==> config.mk <==
export PLATFORM = sky130hd
export DESIGN_NAME = scsd_top
export DESIGN_NICKNAME = d
export VERILOG_FILES = /design/src/hdl/scsd_pkg.sv /design/src/hdl/scsd_top.sv
export SDC_FILE = /design/constraint.sdc
export NUM_CORES = 1
export LEC_CHECK = 0
export BUFFER_PORTS_ARGS = -buffer_cell sky130_fd_sc_hd__buf_2
export CORE_AREA = 3 3 172 174
export DETAILED_ROUTE_END_ITERATION = 8
export DIE_AREA = 0 0 175 177
export PLACE_DENSITY_LB_ADDON = 0.15
export RECOVER_POWER = 25
export SYNTH_ARGS = -nofsm -noshare
export SYNTH_HDL_FRONTEND = slang
export SYNTH_SLANG_ARGS = --single-unit
==> constraint.sdc <==
create_clock -name clk_i -period 2.63 [get_ports clk_i]
set_input_delay 0.1315 -clock clk_i [delete_from_list [all_inputs] [get_ports clk_i]]
set_output_delay 0.1315 -clock clk_i [all_outputs]
set_load 0.005 [all_outputs]
==> src/hdl/scsd_pkg.sv <==
// Package: register map, field layout and constants of the clock switch block
package scsd_pkg;
  // Register byte offsets
  localparam logic [7:0] OFF_OSC_CTRL = 8'h00;
  localparam logic [7:0] OFF_CLK_DIV = 8'h04;
  localparam logic [7:0] OFF_PLL_FBD = 8'h08;
  localparam logic [7:0] OFF_RC_TUNE = 8'h0c;
  localparam logic [7:0] OFF_AUX_CTRL = 8'h10;
  localparam logic [7:0] OFF_STATUS = 8'h14;
  // Oscillator control field positions
  localparam int CUR_LSB = 12;
  localparam int REQ_LSB = 8;
  localparam int SRC_LOCK_BIT = 7;
  localparam int PIN_LOCK_BIT = 6;
  localparam int PLL_LOCK_BIT = 5;
  localparam int FAIL_BIT = 3;
  localparam int SEC_EN_BIT = 1;
  localparam int SW_REQ_BIT = 0;
  // Clock divisor field positions
  localparam int ROI_BIT = 15;
  localparam int DOZE_LSB = 12;
  localparam int DOZE_EN_BIT = 11;
  // Write masks of implemented bits
  localparam logic [15:0] CLK_DIV_MASK = 16'hffdf;
  localparam logic [15:0] PLL_FBD_MASK = 16'h01ff;
  localparam logic [15:0] RC_TUNE_MASK = 16'h003f;
  localparam logic [15:0] AUX_CTRL_MASK = 16'h3f80;
  localparam logic [15:0] OSC_WR_MASK = 16'h00c3;
  // Power-on values
  localparam logic [15:0] CLK_DIV_RST = 16'h3040;
  localparam logic [15:0] PLL_FBD_RST = 16'h0030;
  localparam logic [15:0] RC_TUNE_RST = 16'h0000;
  localparam logic [15:0] AUX_CTRL_RST = 16'h0000;
  // Source encoding
  localparam logic [2:0] SRC_FRC = 3'h0;
  localparam logic [2:0] SRC_FRC_PLL = 3'h1;
  localparam logic [2:0] SRC_PRI = 3'h2;
  localparam logic [2:0] SRC_PRI_PLL = 3'h3;
  localparam logic [2:0] SRC_SEC = 3'h4;
  localparam logic [2:0] SRC_LOW_POWER_RC_OSCILLATOR = 3'h5;
  // Settling count on the new source
  localparam logic [3:0] SETTLE_CYCLES = 4'ha;
  localparam logic [1:0] AXI_OKAY = 2'h0;
  localparam logic [1:0] AXI_SLVERR = 2'h2;
  typedef enum logic [4:0] {
    SW_IDLE = 5'h01,
    SW_START = 5'h02,
    SW_WAIT = 5'h04,
    SW_SETTLE = 5'h08,
    SW_DONE = 5'h10
  } scsd_sw_t;
endpackage

==> src/hdl/scsd_top.sv <==
// Clock-source switch controller with divider registers on AXI4-Lite
//
// Local design decisions: the register addresses and register access over AXI4-Lite.
`timescale 1ns/1ps
module scsd_top (
  // Clock and power-on reset
  input wire logic clk_i,
  input wire logic arst_n_i,
  // AXI4-Lite slave
  input wire logic [7:0] s_axi_awaddr,
  input wire logic s_axi_awvalid,
  output logic s_axi_awready,
  input wire logic [31:0] s_axi_wdata,
  input wire logic [3:0] s_axi_wstrb,
  input wire logic s_axi_wvalid,
  output logic s_axi_wready,
  output logic [1:0] s_axi_bresp,
  output logic s_axi_bvalid,
  input wire logic s_axi_bready,
  input wire logic [7:0] s_axi_araddr,
  input wire logic s_axi_arvalid,
  output logic s_axi_arready,
  output logic [31:0] s_axi_rdata,
  output logic [1:0] s_axi_rresp,
  output logic s_axi_rvalid,
  input wire logic s_axi_rready,
  // Configuration straps
  input wire logic switch_monitor_config_i,
  input wire logic [2:0] initial_source_config_i,
  input wire logic [1:0] primary_submode_config_i,
  input wire logic watchdog_enable_i,
  // Oscillator status from the analog side
  input wire logic startup_timer_done_i,
  input wire logic pll_locked_i,
  input wire logic new_src_tick_i,
  input wire logic clock_fail_i,
  input wire logic interrupt_i,
  // Oscillator controls
  output logic [2:0] current_source_o,
  output logic [1:0] primary_submode_o,
  output logic [7:0] src_run_o,
  output logic switch_busy_o,
  output logic [15:0] clk_div_o,
  output logic [15:0] pll_fbd_o,
  output logic [15:0] rc_tune_o,
  output logic [15:0] aux_ctrl_o
);

  // ===========================================================
  // State
  typedef struct packed {
    logic [1:0] ini;
    logic cfg_off;
    logic [1:0] submode;
    logic [2:0] cur;
    logic [2:0] req;
    logic src_lock;
    logic pin_lock;
    logic pll_lock;
    logic fail;
    logic sec_en;
    logic sw_req;
    logic [15:0] clk_div;
    logic [15:0] pll_fbd;
    logic [15:0] rc_tune;
    logic [15:0] aux_ctrl;
    scsd_pkg::scsd_sw_t sw;
    logic [3:0] settle;
    logic [7:0] run;
    logic [1:0] st_s1;
    logic [1:0] st_s2;
    logic [3:0] sy1;
    logic [3:0] sy2;
    logic tick_q;
    logic aw_got;
    logic [7:0] aw_addr;
    logic w_got;
    logic [31:0] w_data;
    logic [3:0] w_strb;
    logic awready;
    logic wready;
    logic bvalid;
    logic [1:0] bresp;
    logic arready;
    logic rvalid;
    logic [31:0] rdata;
    logic [1:0] rresp;
  } scsd_state_t;

  scsd_state_t st_reg;
  scsd_state_t st_next;

  // ===========================================================
  // Helpers
  function automatic logic [7:0] src_bit(input logic [2:0] s);
    src_bit = 8'h01 << s;
  endfunction

  function automatic logic needs_pll(input logic [2:0] s);
    needs_pll = (s == scsd_pkg::SRC_FRC_PLL) || (s == scsd_pkg::SRC_PRI_PLL);
  endfunction

  function automatic logic is_crystal(input logic [2:0] s, input logic [1:0] sm);
    is_crystal = (s == scsd_pkg::SRC_SEC) ||
                 (((s == scsd_pkg::SRC_PRI) || (s == scsd_pkg::SRC_PRI_PLL)) && (sm != 2'h0));
  endfunction

  function automatic logic [15:0] merge16(input logic [15:0] old, input logic [31:0] d,
                                          input logic [3:0] be, input logic [15:0] m);
    logic [15:0] v;
    v = old;
    if (be[0]) begin
      v[7:0] = d[7:0];
    end
    if (be[1]) begin
      v[15:8] = d[15:8];
    end
    merge16 = (v & m) | (old & ~m);
  endfunction

  // ===========================================================
  // Next state
  localparam int CURB = scsd_pkg::CUR_LSB;
  localparam int REQB = scsd_pkg::REQ_LSB;
  logic [15:0] osc_rd;
  logic do_wr;
  logic [15:0] owr;
  logic st_done;
  logic lk_in;
  logic fail_in;
  logic irq_in;
  logic tick_rise;

  always_comb begin
    st_next = st_reg;
    // Synchronised pins: startup timer, lock, fail, interrupt
    st_next.sy1 = {interrupt_i, clock_fail_i, pll_locked_i, startup_timer_done_i};
    st_next.sy2 = st_reg.sy1;
    st_next.st_s1 = {new_src_tick_i, 1'b0};
    st_next.st_s2 = st_reg.st_s1;
    st_next.tick_q = st_reg.st_s2[1];
    st_done = st_reg.sy2[0];
    lk_in = st_reg.sy2[1];
    fail_in = st_reg.sy2[2];
    irq_in = st_reg.sy2[3];
    tick_rise = st_reg.st_s2[1] && !st_reg.tick_q;

    osc_rd = 16'h0000;
    osc_rd[CURB +: 3] = st_reg.cur;
    osc_rd[REQB +: 3] = st_reg.req;
    osc_rd[scsd_pkg::SRC_LOCK_BIT] = st_reg.src_lock;
    osc_rd[scsd_pkg::PIN_LOCK_BIT] = st_reg.pin_lock;
    osc_rd[scsd_pkg::PLL_LOCK_BIT] = st_reg.pll_lock;
    osc_rd[scsd_pkg::FAIL_BIT] = st_reg.fail;
    osc_rd[scsd_pkg::SEC_EN_BIT] = st_reg.sec_en;
    osc_rd[scsd_pkg::SW_REQ_BIT] = st_reg.sw_req;

    // AXI write channel capture
    st_next.awready = 1'b0;
    st_next.wready = 1'b0;
    if (s_axi_awvalid && !st_reg.aw_got && !st_reg.awready && !st_reg.bvalid) begin
      st_next.awready = 1'b1;
      st_next.aw_got = 1'b1;
      st_next.aw_addr = s_axi_awaddr;
    end
    if (s_axi_wvalid && !st_reg.w_got && !st_reg.wready && !st_reg.bvalid) begin
      st_next.wready = 1'b1;
      st_next.w_got = 1'b1;
      st_next.w_data = s_axi_wdata;
      st_next.w_strb = s_axi_wstrb;
    end
    do_wr = st_reg.aw_got && st_reg.w_got && !st_reg.bvalid;
    owr = merge16(osc_rd, st_reg.w_data, st_reg.w_strb, scsd_pkg::OSC_WR_MASK);
    if (s_axi_bvalid && s_axi_bready) begin
      st_next.bvalid = 1'b0;
    end
    if (do_wr) begin
      st_next.aw_got = 1'b0;
      st_next.w_got = 1'b0;
      st_next.bvalid = 1'b1;
      st_next.bresp = scsd_pkg::AXI_OKAY;
      unique case (st_reg.aw_addr)
        scsd_pkg::OFF_OSC_CTRL: begin
          if (!st_reg.cfg_off && st_reg.w_strb[1] && st_reg.sw == scsd_pkg::SW_IDLE) begin
            st_next.req = st_reg.w_data[REQB +: 3];
          end
          st_next.src_lock = owr[scsd_pkg::SRC_LOCK_BIT] | st_reg.src_lock;
          st_next.pin_lock = owr[scsd_pkg::PIN_LOCK_BIT];
          st_next.sec_en = owr[scsd_pkg::SEC_EN_BIT];
          if (st_reg.w_strb[0] && !st_reg.w_data[scsd_pkg::FAIL_BIT]) begin
            st_next.fail = 1'b0;
          end
          // Request ignored while disabled or locked, lock set in this write too
          if (owr[scsd_pkg::SW_REQ_BIT] && !st_reg.cfg_off && !st_next.src_lock) begin
            st_next.sw_req = 1'b1;
          end
        end
        scsd_pkg::OFF_CLK_DIV: begin
          st_next.clk_div = merge16(st_reg.clk_div, st_reg.w_data, st_reg.w_strb,
                                    scsd_pkg::CLK_DIV_MASK);
        end
        scsd_pkg::OFF_PLL_FBD: begin
          st_next.pll_fbd = merge16(st_reg.pll_fbd, st_reg.w_data, st_reg.w_strb,
                                    scsd_pkg::PLL_FBD_MASK);
        end
        scsd_pkg::OFF_RC_TUNE: begin
          st_next.rc_tune = merge16(st_reg.rc_tune, st_reg.w_data, st_reg.w_strb,
                                    scsd_pkg::RC_TUNE_MASK);
        end
        scsd_pkg::OFF_AUX_CTRL: begin
          st_next.aux_ctrl = merge16(st_reg.aux_ctrl, st_reg.w_data, st_reg.w_strb,
                                     scsd_pkg::AUX_CTRL_MASK);
        end
        scsd_pkg::OFF_STATUS: begin
        end
        default: begin
          st_next.bresp = scsd_pkg::AXI_SLVERR;
        end
      endcase
    end

    // AXI read channel
    st_next.arready = 1'b0;
    if (s_axi_rvalid && s_axi_rready) begin
      st_next.rvalid = 1'b0;
    end
    if (s_axi_arvalid && !st_reg.arready && !st_reg.rvalid) begin
      st_next.arready = 1'b1;
      st_next.rvalid = 1'b1;
      st_next.rresp = scsd_pkg::AXI_OKAY;
      st_next.rdata = 32'h0000_0000;
      unique case (s_axi_araddr)
        scsd_pkg::OFF_OSC_CTRL: st_next.rdata[15:0] = osc_rd;
        scsd_pkg::OFF_CLK_DIV: st_next.rdata[15:0] = st_reg.clk_div;
        scsd_pkg::OFF_PLL_FBD: st_next.rdata[15:0] = st_reg.pll_fbd;
        scsd_pkg::OFF_RC_TUNE: st_next.rdata[15:0] = st_reg.rc_tune;
        scsd_pkg::OFF_AUX_CTRL: st_next.rdata[15:0] = st_reg.aux_ctrl;
        scsd_pkg::OFF_STATUS: st_next.rdata[12:0] = {st_reg.run, st_reg.sw};
        default: st_next.rresp = scsd_pkg::AXI_SLVERR;
      endcase
    end

    // Doze recovery on interrupt
    if (st_reg.clk_div[scsd_pkg::ROI_BIT] && irq_in) begin
      st_next.clk_div[scsd_pkg::DOZE_EN_BIT] = 1'b0;
    end

    // PLL lock status follows lock only while a PLL source runs
    if (st_reg.sw == scsd_pkg::SW_IDLE || st_reg.sw == scsd_pkg::SW_WAIT) begin
      st_next.pll_lock = lk_in && (needs_pll(st_reg.cur) ||
                         (st_reg.sw == scsd_pkg::SW_WAIT && needs_pll(st_reg.req)));
    end

    // Switch sequencer
    unique case (st_reg.sw)
      scsd_pkg::SW_IDLE: begin
        if (st_reg.sw_req) begin
          if (st_reg.req == st_reg.cur) begin
            st_next.sw_req = 1'b0;
          end else begin
            st_next.pll_lock = 1'b0;
            st_next.fail = 1'b0;
            st_next.run = st_reg.run | src_bit(st_reg.req);
            st_next.sw = scsd_pkg::SW_START;
          end
        end
      end
      scsd_pkg::SW_START: begin
        st_next.sw = scsd_pkg::SW_WAIT;
      end
      scsd_pkg::SW_WAIT: begin
        if ((!is_crystal(st_reg.req, st_reg.submode) || st_done) &&
            (!needs_pll(st_reg.req) || lk_in)) begin
          st_next.settle = 4'h0;
          st_next.sw = scsd_pkg::SW_SETTLE;
        end
      end
      scsd_pkg::SW_SETTLE: begin
        if (tick_rise) begin
          st_next.settle = st_reg.settle + 4'h1;
          if (st_reg.settle + 4'h1 == scsd_pkg::SETTLE_CYCLES) begin
            st_next.sw = scsd_pkg::SW_DONE;
          end
        end
      end
      scsd_pkg::SW_DONE: begin
        st_next.cur = st_reg.req;
        st_next.sw_req = 1'b0;
        st_next.run = src_bit(st_reg.req);
        if (watchdog_enable_i || !st_reg.cfg_off) begin
          st_next.run[scsd_pkg::SRC_LOW_POWER_RC_OSCILLATOR] = 1'b1;
        end
        if (st_reg.sec_en) begin
          st_next.run[scsd_pkg::SRC_SEC] = 1'b1;
        end
        st_next.sw = scsd_pkg::SW_IDLE;
      end
      default: st_next.sw = scsd_pkg::SW_IDLE;
    endcase

    // Failure event wins over a software clear
    if (fail_in && !st_reg.cfg_off) begin
      st_next.fail = 1'b1;
    end

    // Capture configuration on the second edge after power-on release
    if (st_reg.ini == 2'h1) begin
      st_next.cfg_off = switch_monitor_config_i;
      st_next.submode = primary_submode_config_i;
      st_next.cur = initial_source_config_i;
      st_next.req = initial_source_config_i;
      st_next.run = src_bit(initial_source_config_i);
      st_next.ini = 2'h2;
    end else if (st_reg.ini == 2'h0) begin
      st_next.ini = 2'h1;
    end
  end

  // ===========================================================
  // Registers, reset only by power-on
  always_ff @(posedge clk_i or negedge arst_n_i) begin
    if (!arst_n_i) begin
      st_reg <= '0;
      st_reg.clk_div <= scsd_pkg::CLK_DIV_RST;
      st_reg.pll_fbd <= scsd_pkg::PLL_FBD_RST;
      st_reg.rc_tune <= scsd_pkg::RC_TUNE_RST;
      st_reg.aux_ctrl <= scsd_pkg::AUX_CTRL_RST;
      st_reg.cfg_off <= 1'b1;
      st_reg.sw <= scsd_pkg::SW_IDLE;
    end else begin
      st_reg <= st_next;
    end
  end

  // ===========================================================
  // Outputs; divider codes go to the analog side unchanged
  assign s_axi_awready = st_reg.awready;
  assign s_axi_wready = st_reg.wready;
  assign s_axi_bvalid = st_reg.bvalid;
  assign s_axi_bresp = st_reg.bresp;
  assign s_axi_arready = st_reg.arready;
  assign s_axi_rvalid = st_reg.rvalid;
  assign s_axi_rdata = st_reg.rdata;
  assign s_axi_rresp = st_reg.rresp;
  assign current_source_o = st_reg.cur;
  assign primary_submode_o = st_reg.submode;
  assign src_run_o = st_reg.run;
  assign switch_busy_o = st_reg.sw_req;
  assign clk_div_o = st_reg.clk_div;
  assign pll_fbd_o = st_reg.pll_fbd;
  assign rc_tune_o = st_reg.rc_tune;
  assign aux_ctrl_o = st_reg.aux_ctrl;

  // ===========================================================
  // Checks
  chk_redundant_abort: assert property (@(posedge clk_i) disable iff (!arst_n_i)
    (st_reg.sw == scsd_pkg::SW_IDLE && st_reg.sw_req && st_reg.req == st_reg.cur)
    |=> !st_reg.sw_req && st_reg.sw == scsd_pkg::SW_IDLE)
    else $error("redundant switch not aborted");
  chk_accept_clears: assert property (@(posedge clk_i) disable iff (!arst_n_i)
    (st_reg.sw == scsd_pkg::SW_IDLE && st_reg.sw_req && st_reg.req != st_reg.cur)
    |=> !st_reg.pll_lock)
    else $error("lock status not cleared on switch");
  chk_done_copy: assert property (@(posedge clk_i) disable iff (!arst_n_i)
    st_reg.sw == scsd_pkg::SW_DONE |=> st_reg.cur == $past(st_reg.req) && !st_reg.sw_req)
    else $error("switch completion wrong");
  chk_settle_count: assert property (@(posedge clk_i) disable iff (!arst_n_i)
    $rose(st_reg.sw == scsd_pkg::SW_DONE) |-> $past(st_reg.settle) == 4'h9)
    else $error("settle count wrong");
  chk_cfg_off_idle: assert property (@(posedge clk_i) disable iff (!arst_n_i)
    (st_reg.cfg_off && st_reg.ini == 2'h2) |-> !st_reg.sw_req)
    else $error("request set while switching disabled");
  chk_locked_src: assert property (@(posedge clk_i) disable iff (!arst_n_i)
    (st_reg.src_lock && st_reg.sw == scsd_pkg::SW_IDLE && !st_reg.sw_req) |=> $stable(st_reg.cur))
    else $error("source changed while locked");
  chk_roi_doze: assert property (@(posedge clk_i) disable iff (!arst_n_i)
    (st_reg.clk_div[scsd_pkg::ROI_BIT] && irq_in) |=> !st_reg.clk_div[scsd_pkg::DOZE_EN_BIT])
    else $error("doze not cleared on interrupt");
  chk_fail_sets: assert property (@(posedge clk_i) disable iff (!arst_n_i)
    (fail_in && !st_reg.cfg_off) |=> st_reg.fail)
    else $error("fail flag not set");
  cov_switch: cover property (@(posedge clk_i) st_reg.sw == scsd_pkg::SW_DONE);
  cov_redundant: cover property (@(posedge clk_i)
    st_reg.sw_req && st_reg.req == st_reg.cur && st_reg.sw == scsd_pkg::SW_IDLE);
  cov_fail: cover property (@(posedge clk_i) $rose(st_reg.fail));
endmodule

==> results.py <==
metrics = {
    "critical_path": {
        "required_ns": 2.94,
        "rr_worst_depth": 4,
        "crit_cells": 4,
        "worstPathArrival_ns": 2.42,
        "critPathMostFrequentCell": "and3_1",
        "critPathBufInv": 0,
        "critPathMaxStageDelay_ns": 0.47,
        "cp_max_fo": 7,
        "crit_path_end_kind": "register",
        "crit_chain": "nor4_4 > and3_1 > and3_1 > mux2_2",
        "r2r_setup_slack_ns": 0.51,
        "cp_top_family": "simple AND/OR/NAND/NOR gates",
        "slowest_stage": "nor4_4",
        "path_class": "reg2reg",
        "start_kind": "register",
    },
    "floorplan": {
        "row_count": 61,
        "io_pins": 190,
        "core_um2": 27900,
        "fp.dieH_um": 177,
        "die_w_um": 175,
        "die-area_um2": 31000,
        "initial_core_util": 0.250,
    },
    "sta": {
        "hold_viol_final": 0,
        "setup_tns_ns": 0,
        "fin_crit_sh": 0.805,
        "worstMarginPinSlew_ns": 1.92,
        "worst_slack_ns": 0.513,
        "rsz0062_at_grt": "no",
        "final_max_slew_viol_count": 68,
        "holdWs_ns": 0.0470,
        "clock.fmax_mhz": 472,
        "setup_viol": 0,
        "slew_headroom": -0.279,
        "period_needed_ns": 2.12,
        "fin_skew_ns": 0.0102,
    },
    "job": {
        "maxCapViolations": 1,
    },
    "clock_network": {
        "clk_pin_slew_ns": 0.06,
        "cts_setup_buffers": 0,
        "root_buffer": "clkbuf_16",
        "numCtsBuffers": 17,
        "cts.sink_count": 133,
        "cts_buffer_depth": 2,
        "clk_latency_ns": 0.42,
        "cts_tree": "built",
        "h-tree-depth": 4,
    },
    "logic_synthesis": {
        "synth_warnings": 0,
        "synth_cell_type_count": 71,
        "async_flop_share": 1.00,
        "syn_inst": 650,
        "synth_edf_count": 0,
        "synthFlopType": "dfrtp_1",
        "ys_ff_latch": 133,
        "ys_seq_area_frac": 0.477,
        "syn_avg_cell_area_um2": 10.8,
        "netlist_area_um2": 6990,
    },
    "global_route": {
        "track_usage": 0.137,
        "antenna_found_initial": 1,
        "grt_pass1_vias": 5060,
        "grt_max_degree": 69,
        "grt_pass1_wl_um": 32000,
        "overflow": 0,
    },
    "placement": {
        "hpwl_um": 15500,
        "io_buffer_count": 126,
        "routabilityCongestion": 0.774,
        "post-place-ws_ns": 0.459,
        "dp_cells": 1070,
    },
    "finish": {
        "fin_nets": 822,
        "drive_gt1_frac": 0.322,
        "areaGrowthSynthToFinish_pct": 19.9,
        "stdcell_count": 1140,
        "largest_reg_flops": 41,
        "n_antenna_cell": 0,
    },
    "power": {
        "vdd_drop_max_v": 0.000347,
        "p_sw_frac": 0.288,
        "p_switching_mw": 1.82,
        "finalPower_mw": 6.32,
        "power.density_nw_per_um2": 754,
        "leakagePower_nw": 3.94,
        "seqPwrFrac": 0.439,
        "power_frac_comb": 0.168,
        "internal_power_mw": 4.50,
        "pwr-share-clk": 0.393,
    },
    "drt": {
        "drtIter0Drc": 283,
        "first_pass_iters": 5,
        "wirelength_um": 21000,
        "via_per_inst": 4.39,
        "wl_per_cell_um": 18.4,
        "via_count": 5007,
        "post-route-drc-count": 0,
        "antenna_left": 0,
    },
    "hold_path": {
        "hp-class": "in2reg",
        "hold_path_depth": 3,
    },
    "run_status": {
        "violations": "max-capacitance violations, max-slew violations",
        "status": "finished, violations left",
    },
}
## cells by family (layout without fill, tap and decap cells)
group | Yosys count | after routing | synth area share
buffers and inverters | 165 | 233 | 0.155
AND/OR/NAND/NOR | 151 | 151 | 0.121
flip-flops | 133 | 133 | 0.477
AO/OA/AOI/OAI | 119 | 119 | 0.120
multiplexers | 73 | 73 | 0.115
XOR/XNOR | 6 | 6 | 0.00751
adder cells (fa/ha/maj) | 2 | 2 | 0.00358
other | 1 | 45 | 0.000536
## power by group through the flow
stage / clock [mW] / sequential [mW] / combinational, mW
floorplan: 0 / 2.66 / 0.831
global placement: 0 / 2.83 / 1.04
detailed placement: 0 / 2.83 / 1.04
CTS: 2.56 / 2.79 / 1.09
global route: 2.64 / 2.84 / 1.19
finish: 2.49 / 2.77 / 1.06
## cells in the mapped netlist, types with 4 or more instances
master     instances  area, um2
a211oi_1           4       30.0
a21oi_1           17       85.1
a22oi_1           11       82.6
a31oi_1            8       50.1
and2_1             5       31.3
and3_1             8       50.1
buf_1              4       15.0
buf_2             13       65.1
buf_4            114        856
clkbuf_1          12       45.0
dfrtp_1          126       3150
dfstp_2            7        184
inv_1             19       71.3
mux2_1            10        113
mux2_2            51        574
mux2i_1           12        120
nand2_1           45        169
nand2b_1           5       31.3
nand3_1           16       80.1
nor2_1            26       97.6
nor2b_1            7       43.8
nor3_1             7       35.0
nor4b_1            4       35.0
o21ai_0           27        135
o221ai_1           4       35.0
o2bb2ai_1          6       52.6
o31ai_1            8       60.1
xnor2_1            4       35.0
## worst reg2reg max path: stages, from the launching register on
cell,delay (ns)
dfrtp_1,0.40
nor4_4,0.47
and3_1,0.28
and3_1,0.46
mux2_2,0.39
## placed cells by master (no fill, tap or decap), types with 6 or more instances in the layout
cell type	instances
a21oi_1	17
a22oi_1	11
a31oi_1	8
and3_1	8
buf_2	125
buf_4	16
clkbuf_16	17
conb_1	45
dfrtp_1	126
dfstp_2	7
dlygate4sd3_1	38
inv_1	19
mux2_1	10
mux2_2	51
mux2i_1	12
nand2_1	45
nand3_1	16
nor2_1	26
nor2b_1	7
nor3_1	7
o21ai_0	27
o2bb2ai_1	6
o31ai_1	8
## what timing repair did
action                     4_1_cts  5_1_grt
setup endpoints to repair        0        0
hold endpoints to repair       101        0
hold buffers                    38        0
gates resized for setup          0        0
## metal layers
metal  track usage  wire length (um)  share of wire  vias up
met5             0                 7        0.00033        -
met4        0.0366               242          0.012        2
met3        0.0420              1380          0.065       16
met2         0.209              9400           0.45      171
met1         0.190              9990           0.48     2464
li1              -                 -              -     2354
## cell type report
type                            instances  area, um2
Clock inverter                          9        125
Tap cell                              378        473
Inverter                               20       80.1
Sequential cell                       133       3340
Multi-Input combinational cell        396       2740
Clock buffer                           23        478
Timing Repair Buffer                  181       1150
Fill cell                            2941      19600
## metrics by stage
stage / util / cell area [um2]
after global placement: 0.266 / 7420
after global routing: 0.300 / 8380
after floorplan: - / 7160
after detailed placement: 0.266 / 7420
final: 0.300 / 8380
after CTS: 0.301 / 8400
## path summary, 6_finish.rpt
check / endpoint / startpoint
max in group asynchronous: st_reg[112]$_DFFE_PN1P_ / arst_n_i
hold reg to reg: st_next[87]$_DFF_PN0_ / st_next[97]$_DFF_PN0_
min in group asynchronous: st_reg[79]$_DFFE_PN0P_ / arst_n_i
setup / recovery: clk_div_o[0]$_DFFE_PN0P_ / st_reg[79]$_DFFE_PN0P_
setup reg to reg: clk_div_o[0]$_DFFE_PN0P_ / st_reg[79]$_DFFE_PN0P_
hold / removal: src_run_o[5]$_DFFE_PN0P_ / watchdog_enable_i
(Power assumes the default switching activity.)
